===== src/pkg/prog_port_pkg.sv =====
// package for the muxed-address programming port host controller
// assumes a 250 MHz system clock; all pin timings are expressed in cycles of it
package prog_port_pkg;

    // ------------------------------------------------------------------
    // clock and timing
    // ------------------------------------------------------------------
    localparam int CLK_PERIOD_PS     = 4000;
    localparam int RST_LOW_NS        = 100;   // least reset low time
    localparam int RST_RECOVER_NS    = 1000;  // least reset-high to first address/strobe
    localparam int WE_LOW_NS         = 100;   // least write strobe low phase
    localparam int WE_HIGH_NS        = 100;   // least write strobe high phase
    localparam int WRITE_RECOVER_NS  = 150;   // write recovery before read
    localparam int ADDR_SETUP_NS     = 50;    // address setup and hold to row/column strobe
    localparam int DATA_SETUP_NS     = 50;    // data setup to write strobe high
    localparam int DATA_HOLD_NS      = 5;     // data hold after write strobe high
    localparam int READ_ACCESS_NS    = 150;   // row/column high to data valid

    function automatic int ns_to_cyc(input int ns);
        int c;
        c = (ns * 1000 + CLK_PERIOD_PS - 1) / CLK_PERIOD_PS;
        return (c < 1) ? 1 : c;
    endfunction : ns_to_cyc

    localparam int RST_LOW_CYC       = ns_to_cyc(RST_LOW_NS);
    localparam int RST_RECOVER_CYC   = ns_to_cyc(RST_RECOVER_NS);
    localparam int WE_LOW_CYC        = ns_to_cyc(WE_LOW_NS);
    localparam int WE_HIGH_CYC       = ns_to_cyc(WE_HIGH_NS);
    localparam int WRITE_RECOVER_CYC = ns_to_cyc(WRITE_RECOVER_NS);
    localparam int ADDR_SETUP_CYC    = ns_to_cyc(ADDR_SETUP_NS);
    localparam int DATA_SETUP_CYC    = ns_to_cyc(DATA_SETUP_NS);
    localparam int DATA_HOLD_CYC     = ns_to_cyc(DATA_HOLD_NS);
    localparam int READ_ACCESS_CYC   = ns_to_cyc(READ_ACCESS_NS);

    // ------------------------------------------------------------------
    // widths and reset values
    // ------------------------------------------------------------------
    localparam int ROW_W  = 11;
    localparam int COL_W  = 9;
    localparam int DATA_W = 8;
    localparam int CNT_W  = 9;
    localparam logic [ROW_W-1:0] ROW_RST = 11'h000;

    // command request from the user side
    typedef struct packed {
        logic              write;  // 1 = command write, 0 = read
        logic [ROW_W-1:0]  row;
        logic [COL_W-1:0]  col;
        logic [DATA_W-1:0] data;
    } req_t;

    typedef enum logic [3:0] {
        ST_RESET, ST_RECOVER, ST_IDLE, ST_ROW, ST_ROW_HOLD, ST_COL, ST_COL_HOLD,
        ST_WE_LOW, ST_WE_HOLD, ST_WE_HIGH, ST_RD_WAIT, ST_RD_DATA
    } state_t;

endpackage : prog_port_pkg


===== src/hdl/prog_port_host.sv =====
// host controller that drives the muxed-address programming port of a flash part
// assumes pins are driven directly; the data bus is split into in/out/enable signals
`timescale 1ns/10ps

// Operation
// - command write only with write strobe low and output enable high
// - host holds reset low at least 100 ns
// - host waits recovery after later of ready/busy or reset rising
// - host waits 1 us after reset release before first row address
// - host waits 1 us after reset release before write strobe low
// - write strobe low and high phases each at least 100 ns
// - host allows 150 ns write recovery before asserting output enable
module prog_port_host
    import prog_port_pkg::*;
(
    // clock and reset
    input  wire logic              clock,
    input  wire logic              rst,
    // user request side
    input  wire logic              start,
    input  wire req_t              req,
    input  wire logic              reset_req,
    output logic                   busy,
    output logic                   done,
    output logic [DATA_W-1:0]      rd_data,
    output logic                   dev_ready,
    // device pins
    output logic                   reset_power_n,
    output logic                   oe_n,
    output logic                   we_n,
    output logic                   row_col,
    output logic [ROW_W-1:0]       addr,
    output logic [DATA_W-1:0]      dq_out,
    output logic                   dq_oe,
    input  wire logic [DATA_W-1:0] dq_in,
    input  wire logic              ready_busy_n
);

    // ------------------------------------------------------------------
    // pin synchronisers
    // ------------------------------------------------------------------
    logic [DATA_W-1:0] dq_meta_reg, dq_sync_reg;
    logic              rb_meta_reg, rb_sync_reg;

    // two flops on every device-driven pin before any logic looks at it
    always_ff @(posedge clock or posedge rst) begin
        if (rst) begin
            dq_meta_reg <= '0;
            dq_sync_reg <= '0;
            rb_meta_reg <= 1'b0;
            rb_sync_reg <= 1'b0;
        end else begin
            dq_meta_reg <= dq_in;
            dq_sync_reg <= dq_meta_reg;
            rb_meta_reg <= ready_busy_n;
            rb_sync_reg <= rb_meta_reg;
        end
    end

    // ------------------------------------------------------------------
    // sequencer
    // ------------------------------------------------------------------
    state_t           state_reg;
    logic [CNT_W-1:0] cnt_reg;
    req_t             req_reg;

    function automatic logic [CNT_W-1:0] cyc(input int n);
        return CNT_W'(n - 1);
    endfunction : cyc

    wire cnt_zero = (cnt_reg == '0);

    // state, timer and latched request; every phase waits out its own least time
    always_ff @(posedge clock or posedge rst) begin
        if (rst) begin
            state_reg   <= ST_RESET;
            cnt_reg     <= cyc(RST_LOW_CYC);
            req_reg     <= '0;
        end else begin
            if (!cnt_zero)
                cnt_reg <= cnt_reg - 1'b1;
            unique case (state_reg)
                ST_RESET: begin
                    if (cnt_zero) begin
                        state_reg   <= ST_RECOVER;
                        cnt_reg     <= cyc(RST_RECOVER_CYC);
                    end
                end
                ST_RECOVER: begin
                    // timer restarts until ready/busy is high: count from the later edge
                    if (!rb_sync_reg)
                        cnt_reg <= cyc(RST_RECOVER_CYC);
                    else if (cnt_zero)
                        state_reg <= ST_IDLE;
                end
                ST_IDLE: begin
                    if (reset_req) begin
                        state_reg <= ST_RESET;
                        cnt_reg   <= cyc(RST_LOW_CYC);
                    end else if (start) begin
                        req_reg   <= req;
                        state_reg <= ST_ROW;
                        cnt_reg   <= cyc(ADDR_SETUP_CYC);
                    end
                end
                ST_ROW: if (cnt_zero) begin
                    state_reg <= ST_ROW_HOLD;
                    // addr switches a register stage ahead of row_col, so row hold needs one more cycle
                    cnt_reg   <= cyc(ADDR_SETUP_CYC + 1);
                end
                ST_ROW_HOLD: if (cnt_zero) begin
                    state_reg <= ST_COL;
                    cnt_reg   <= cyc(ADDR_SETUP_CYC);
                end
                ST_COL: if (cnt_zero) begin
                    state_reg <= ST_COL_HOLD;
                    cnt_reg   <= cyc(ADDR_SETUP_CYC);
                end
                ST_COL_HOLD: if (cnt_zero) begin
                    state_reg <= req_reg.write ? ST_WE_LOW : ST_RD_WAIT;
                    cnt_reg   <= req_reg.write ? cyc(WE_LOW_CYC > DATA_SETUP_CYC ? WE_LOW_CYC : DATA_SETUP_CYC)
                                               : cyc(READ_ACCESS_CYC);
                end
                ST_WE_LOW: if (cnt_zero) begin
                    state_reg <= ST_WE_HOLD;
                    cnt_reg   <= cyc(DATA_HOLD_CYC);
                end
                ST_WE_HOLD: if (cnt_zero) begin
                    state_reg <= ST_WE_HIGH;
                    cnt_reg   <= cyc(WRITE_RECOVER_CYC);
                end
                ST_WE_HIGH: if (cnt_zero)
                    state_reg <= ST_IDLE;
                ST_RD_WAIT: if (cnt_zero)
                    state_reg <= ST_RD_DATA;
                ST_RD_DATA:
                    state_reg <= ST_IDLE;
                default: state_reg <= ST_RESET;
            endcase
        end
    end

    // ------------------------------------------------------------------
    // pin drivers, all registered
    // ------------------------------------------------------------------
    always_ff @(posedge clock or posedge rst) begin
        if (rst) begin
            reset_power_n <= 1'b0;
            oe_n          <= 1'b1;
            we_n          <= 1'b1;
            row_col       <= 1'b1;
            addr          <= ROW_RST;
            dq_out        <= '0;
            dq_oe         <= 1'b0;
        end else begin
            reset_power_n <= !(state_reg == ST_RESET);
            // address pins carry row first, column (zero extended) after row falls
            if (state_reg == ST_ROW || state_reg == ST_IDLE)
                addr <= (state_reg == ST_IDLE && start) ? req.row : addr;
            if (state_reg == ST_ROW_HOLD && cnt_zero)
                addr <= ROW_W'(req_reg.col);
            row_col <= !(state_reg == ST_ROW_HOLD || state_reg == ST_COL);
            // strobe and enable never low together: read and write are separate states
            we_n  <= !(state_reg == ST_WE_LOW);
            oe_n  <= !(state_reg == ST_RD_WAIT || state_reg == ST_RD_DATA);
            dq_oe <= (state_reg == ST_WE_LOW || state_reg == ST_WE_HOLD);
            dq_out <= req_reg.data;
        end
    end

    // ------------------------------------------------------------------
    // user status
    // ------------------------------------------------------------------
    always_ff @(posedge clock or posedge rst) begin
        if (rst) begin
            busy      <= 1'b1;
            done      <= 1'b0;
            rd_data   <= '0;
            dev_ready <= 1'b0;
        end else begin
            busy      <= !(state_reg == ST_IDLE) || start || reset_req;
            done      <= (state_reg == ST_RD_DATA) || (state_reg == ST_WE_HIGH && cnt_zero);
            dev_ready <= rb_sync_reg;
            if (state_reg == ST_RD_DATA)
                rd_data <= dq_sync_reg;
        end
    end

    // ------------------------------------------------------------------
    // pulse-length counters for the timing assertions
    // ------------------------------------------------------------------
    logic [7:0] rp_low_cnt_reg, rp_high_cnt_reg, we_low_cnt_reg, we_high_cnt_reg;

    function automatic logic [7:0] sat_inc(input logic [7:0] v);
        return (v == 8'hff) ? v : v + 8'h01;
    endfunction : sat_inc

    // saturating level counts; 8 bits reach past every minimum checked below
    always_ff @(posedge clock or posedge rst) begin
        if (rst) begin
            rp_low_cnt_reg  <= 8'h00;
            rp_high_cnt_reg <= 8'h00;
            we_low_cnt_reg  <= 8'h00;
            we_high_cnt_reg <= 8'hff;
        end else begin
            rp_low_cnt_reg  <= reset_power_n ? 8'h00 : sat_inc(rp_low_cnt_reg);
            rp_high_cnt_reg <= reset_power_n ? sat_inc(rp_high_cnt_reg) : 8'h00;
            we_low_cnt_reg  <= we_n ? 8'h00 : sat_inc(we_low_cnt_reg);
            we_high_cnt_reg <= we_n ? sat_inc(we_high_cnt_reg) : 8'h00;
        end
    end

    // ------------------------------------------------------------------
    // assertions
    // ------------------------------------------------------------------
    a_no_oe_we_low: assert property (@(posedge clock) disable iff (rst)
        !(!oe_n && !we_n)) else $error("enable and strobe low together");
    a_write_oe_high: assert property (@(posedge clock) disable iff (rst)
        !we_n |-> (oe_n && dq_oe)) else $error("enable low or data undriven during write");
    a_reset_low_len: assert property (@(posedge clock) disable iff (rst)
        $rose(reset_power_n) |-> (rp_low_cnt_reg >= RST_LOW_CYC)) else $error("reset pulse short");
    a_we_low_len: assert property (@(posedge clock) disable iff (rst)
        $rose(we_n) |-> (we_low_cnt_reg >= WE_LOW_CYC)) else $error("strobe low short");
    a_we_high_len: assert property (@(posedge clock) disable iff (rst)
        $fell(we_n) |-> (we_high_cnt_reg >= WE_HIGH_CYC)) else $error("strobe high short");
    a_read_recover: assert property (@(posedge clock) disable iff (rst)
        $fell(oe_n) |-> (we_high_cnt_reg >= WRITE_RECOVER_CYC)) else $error("read too soon after write");
    a_recover_we: assert property (@(posedge clock) disable iff (rst)
        $fell(we_n) |-> (rp_high_cnt_reg >= RST_RECOVER_CYC)) else $error("strobe too soon");
    a_recover_row: assert property (@(posedge clock) disable iff (rst)
        $fell(row_col) |-> (rp_high_cnt_reg >= RST_RECOVER_CYC)) else $error("row strobe too soon");
    a_data_drive: assert property (@(posedge clock) disable iff (rst)
        !oe_n |-> !dq_oe) else $error("host drives data during read");
    a_wr_done: assert property (@(posedge clock) disable iff (rst)
        $rose(we_n) |-> ##[30:45] done) else $error("write did not finish");

endmodule : prog_port_host


===== config.mk =====
export PLATFORM = sky130hd
export DESIGN_NAME = prog_port_host
export DESIGN_NICKNAME = d
export VERILOG_FILES = /design/src/pkg/prog_port_pkg.sv /design/src/hdl/prog_port_host.sv
export SDC_FILE = /design/constraint.sdc
export NUM_CORES = 1
export LEC_CHECK = 0
export BUFFER_PORTS_ARGS = -buffer_cell sky130_fd_sc_hd__buf_2
export CAP_MARGIN = 30
export CORE_MARGIN = 2
export CORE_UTILIZATION = 60
export CTS_BUF_LIST = sky130_fd_sc_hd__clkbuf_4 sky130_fd_sc_hd__clkbuf_8
export CTS_CLUSTER_DIAMETER = 80
export CTS_CLUSTER_SIZE = 14
export DETAILED_ROUTE_END_ITERATION = 8
export PLACE_DENSITY = 0.88
export SETUP_SLACK_MARGIN = 0.5
export SYNTH_ARGS = -nofsm -noshare
export SYNTH_HDL_FRONTEND = slang
export SYNTH_SLANG_ARGS = --single-unit

===== constraint.sdc =====
create_clock -name clock -period 6 [get_ports clock]
set_input_delay 1.2 -clock clock [delete_from_list [all_inputs] [get_ports clock]]
set_output_delay 1.2 -clock clock [all_outputs]
set_load 0.005 [all_outputs]

# Word-level counts from Yosys, hierarchy flattened
# Index checks and enable logic that the tools add are counted.
[totals] output_inout_bits=35 input_bits=42 regBits=84 wordCells=95
[classes] n_reduce_logical=23 addsub=1 n_eq_ne=21 mux=29 bitwise=1
[op_table] op="2-to-1 mux 9 bit" count=10
[op_table] op="case mux 9 bit (8 select lines)" count=1
[op_table] op="2-to-1 mux 4 bit" count=13
[op_table] op="case mux 4 bit (12 select lines)" count=1
[op_table] op="2-to-1 mux 11 bit" count=3
[op_table] op="!= test 2 bit (second input constant)" count=9
[op_table] op="equality test 4 x 3 -> 1 bit (second input constant)" count=4
[op_table] op="equality test 4 bit (second input constant)" count=4
[op_table] op="AND reduction 10 bit" count=1
[op_table] op="zero test 9 bit" count=1
[op_table] op="subtractor 9 x 1 -> 9 bit (second input constant)" count=1
[op_table] op="equality test 4 x 2 -> 1 bit (second input constant)" count=2
[op_table] op="logical OR 1 bit" count=7
[op_table] op="2-to-1 mux 6 bit" count=1
[op_table] op="zero test 1 bit" count=5
[op_table] op="equality test 4 x 1 -> 1 bit (second input constant)" count=1
[op_table] op="zero test 4 bit" count=1
[op_table] op="nonzero test 2 bit" count=2
[op_table] op="logical AND 1 bit" count=3
[op_table] op="!= test 3 bit (second input constant)" count=1
[op_table] op="AND reduction 3 bit" count=1
[op_table] op="AND reduction 2 bit" count=1
[op_table] op="OR reduction 2 bit" count=1
[op_table] op="inverter 1 bit" count=1

# Depth between registers and ports, before layout
[logic_depth] ltp_word=5 depth_mapped=10 mapped_depth_nobuf=9

# Worst setup path after synthesis
# OpenSTA, ideal clock, no wires.
[synth_path] kind="input to register" start="input port start" end="register req_reg[10] in the netlist's numbering" arrival_time_ps=2036 slack_ps=3839 stages=5 required_ps=5875 setup_ps=125 n_path_buf=2 path_cell_list="nand2_4 > or2_1 > buf_6 > buf_6 > mux2_4"
[synth_via] elab_chain_cells=1
[synth_lines] element="start: declaration" line_no="prog_port_host.sv:20" source="input wire logic start,"
[synth_lines] element="AND reduction 3 bit (no line)"
[synth_lines] element="end signal: assignment" line_no="prog_port_host.sv:101" source="req_reg <= req;"
[synth_lines] element="end: declaration" line_no="prog_port_host.sv:65" source="req_t req_reg;"
# Every way passes these cells.
# A chain may end at the register's enable or synchronous reset.

# Worst setup path in the final report
[layout_path] start="register state_reg[3]" end="register req_reg[0] in the netlist's numbering"
[layout_via] elab_chain_cells=2
[layout_lines] element="start: declaration" line_no="prog_port_host.sv:63" source="state_t state_reg;"
[layout_lines] element="start signal: assignment" line_no="prog_port_host.sv:120" source="state_reg <= req_reg.write ? ST_WE_LOW : ST_RD_WAIT;"
[layout_lines] element="equality test 4 x 2 -> 1 bit" line_no="prog_port_host.sv:82" source="unique case (state_reg)"
[layout_lines] element="AND reduction 3 bit (no line)"
# Every way passes these cells.

==> flow_metrics.tcl <==
set metrics [dict create \
    power_leakage_nw 2.13 \
    outcome "complete, no violations" \
    synth.area.top_cells "dfrtp_1 55%, mux2_2 5.1%, dfstp_2 4.4%" \
    max_freq_mhz 385 \
    crit_cells 5 \
    slew_headroom_pct 36.6 \
    hold_viol 0 \
    start_util_pct 61.0 \
    async_flop_share_pct 100 \
    vias 2619 \
    critical_path_class "flip-flop to flip-flop" \
    reg2reg_to "req_reg[0]" \
    ctsHoldBuffers 0 \
    die_area_sq_mm 0.00654 \
    tritoncts "yes" \
    ys_types 55 \
    synth_seq_area_share_pct 59.4 \
    io_pins 77 \
    worstReg2RegStart "state_reg[3]" \
    via_per_inst 5.66 \
    start_kind "flip-flop" \
    syn_area_sq_mm 0.00355 \
    drc 0 \
    hp-class "flip-flop to flip-flop" \
    clk-insertion-delay-late_ns 0.35 \
    synth_nets 352 \
    synth_top_area_cell "dfrtp_1" \
    antenna_left 0 \
    syn2layout_area_growth_pct 17.4 \
    reg2reg_slack_ns 3.40 \
    design_area_sq_mm 0.00417 \
    final_common_cell "dfrtp_1" \
    grtUsageTotal_pct 24.6 \
    antenna_found_initial 0 \
    clock_sinks 84 \
    crit_path_start "state_reg[3]" \
    slew_violations 0 \
    layout_min_cycle_time_ns 2.60 \
    layout-drive-gt1-share_pct 34.5 \
    numPortBuffers 76 \
    peakVddDrop_mv 0.198 \
    postCtsSetupRepairBufs 0 \
    place_congestion 0.891 \
    skew_ns 0.00895 \
    grt_pass1_wl_microns 12100 \
    slowest_delay_ns 0.81 \
    synth_edf_count 0 \
    ctsRootBufferMaster "clkbuf_8" \
    synth_top_area_share_pct 55.0 \
    critPathTopFamily "simple AND/OR/NAND/NOR gates" \
    largest_reg_flops 18 \
    fillers 434 \
    worst_slew_pin_slew_ns 0.950 \
    critPathCaptureType "flip-flop" \
    finalSetupViolCount 0 \
    powerDensity_mw_per_mm2 290 \
    holdWs_ns 0.353 \
    crit_slowest_cell "dfrtp_1" \
    crit_required_ns 6.23 \
    die_y_microns 80.9 \
    synth_flop_cell "dfrtp_1" \
    min_period_over_period_pct 43.3 \
    cts-htree-levels 3 \
    cp-endpoint "req_reg[0]" \
    yosys_warnings 0 \
    final_cell_mix "78 x dfrtp_1, 76 x buf_2, 39 x nand2_1, 24 x a21oi_1, 23 x nor2_1" \
    dr.first_iter.drc_count 269 \
    cts.clk_slew.worst_paths_ns 0.09 \
    rows 28 \
    cp_max_fo 23 \
    grt_pass1_vias 2578 \
    timing.final.ws_setup_ns 3.40 \
    rsz0062_at_grt "no" \
    dpl_cell_area_sq_mm 0.00396 \
    dpl.hpwl_microns 5240 \
    syn_inst 306 \
    post-place-ws_ns 3.17 \
    fin_nets 429 \
    grt_max_degree 85 \
    core_sq_mm 0.00582 \
    cts-resized-gates 0 \
    drt-wirelength-per-cell_microns 16.3 \
    cts-buffers-inserted 9 \
    overflow 0 \
    clockBufferDepth 2 \
    crit_chain "or2_4 -> nor2_8 -> nand2_4 -> or2_1 -> mux2_2" \
    diodes 0 \
    reg2reg_depth 5 \
    synth-seq-cells 84 \
    fp.dieW_microns 80.9 \
    crit_buf_inv 0 \
    crit_arrival_ns 2.83 \
    cap_violations 0 \
    syn_area_per_cell_sq_um 11.6 \
    wl_microns 7530 \
    setup_tns_ns 0 \
    final_util_pct 71.6 \
    drt_pass1_iterations 5 \
]
==> report_power, final <==
part           internal, mW  switching, mW
sequential            0.610         0.0413
combinational        0.0843          0.102
clock                 0.160          0.208
total                 0.855          0.351
==> synthesized netlist by cell type, drive strengths merged, types with 5 or more instances <==
library cell	n
nand3	5
nor3	7
dfstp	6
o22ai	6
a32oi	6
o21ai	10
dfrtp	78
buf	7
a21oi	25
mux2	26
nor2	24
clkbuf	5
nand2	40
inv	11
==> layer usage <==
metal / GRT usage [%] / up-vias / wire [microns]
met5: 0 / - / 0
met1: 33.4 / 1245 / 3240
li1: - / 1236 / -
met2: 37.2 / 115 / 3670
met4: 12.4 / 0 / 159
met3: 6.11 / 23 / 468
==> cells by family (layout without fill, tap and decap cells) <==
group | count (synthesis) | count (layout) | synth area share (%)
AOI/OAI and AO/OA | 71 | 71 | 12.9
xor gates and xnor gates | 3 | 3 | 0.741
adders and majority gates | 4 | 4 | 1.41
buffers and inverters | 23 | 105 | 3.21
DFF | 84 | 84 | 59.4
muxes | 27 | 27 | 9.59
and+or+nand+nor | 94 | 94 | 12.7
==> through the flow <==
| stage | std cells | total power [mW] |
|---|---|---|
| after floorplan | 306 | 0.787 |
| after global placement | 446 | 0.834 |
| after detailed placement | 446 | 0.843 |
| after CTS | 462 | 1.21 |
| after global routing | 463 | 1.27 |
| final | 463 | 1.21 |
==> cell type report <==
cell class / instances / area, sq um / share of cell area [%]
flip-flops and latches: 84 / 2110 / 50.6
multi-input cells: 199 / 1330 / 31.8
repair buffers: 78 / 415 / 9.97
clock buffers: 10 / 131 / 3.15
well taps: 75 / 93.8 / 2.25
clock inverters: 6 / 47.5 / 1.14
inverters: 11 / 42.5 / 1.02
==> how the worst min path moves through the flow <==
stage | startpoint | to | slack [ns] | cells after the start
2_1_floorplan | dq_meta_reg[0] | dq_sync_reg[0] | 0.33 | 0
3_3_place_gp | dq_meta_reg[6] | dq_sync_reg[6] | 0.33 | 0
5_1_grt | dq_meta_reg[4] | dq_sync_reg[4] | 0.35 | 0
6_report | dq_meta_reg[4] | dq_sync_reg[4] | 0.35 | 0
3_5_place_dp | dq_meta_reg[1] | dq_sync_reg[1] | 0.34 | 0
4_1_cts | dq_meta_reg[4] | dq_sync_reg[4] | 0.35 | 0
(Power assumes the default switching activity.)
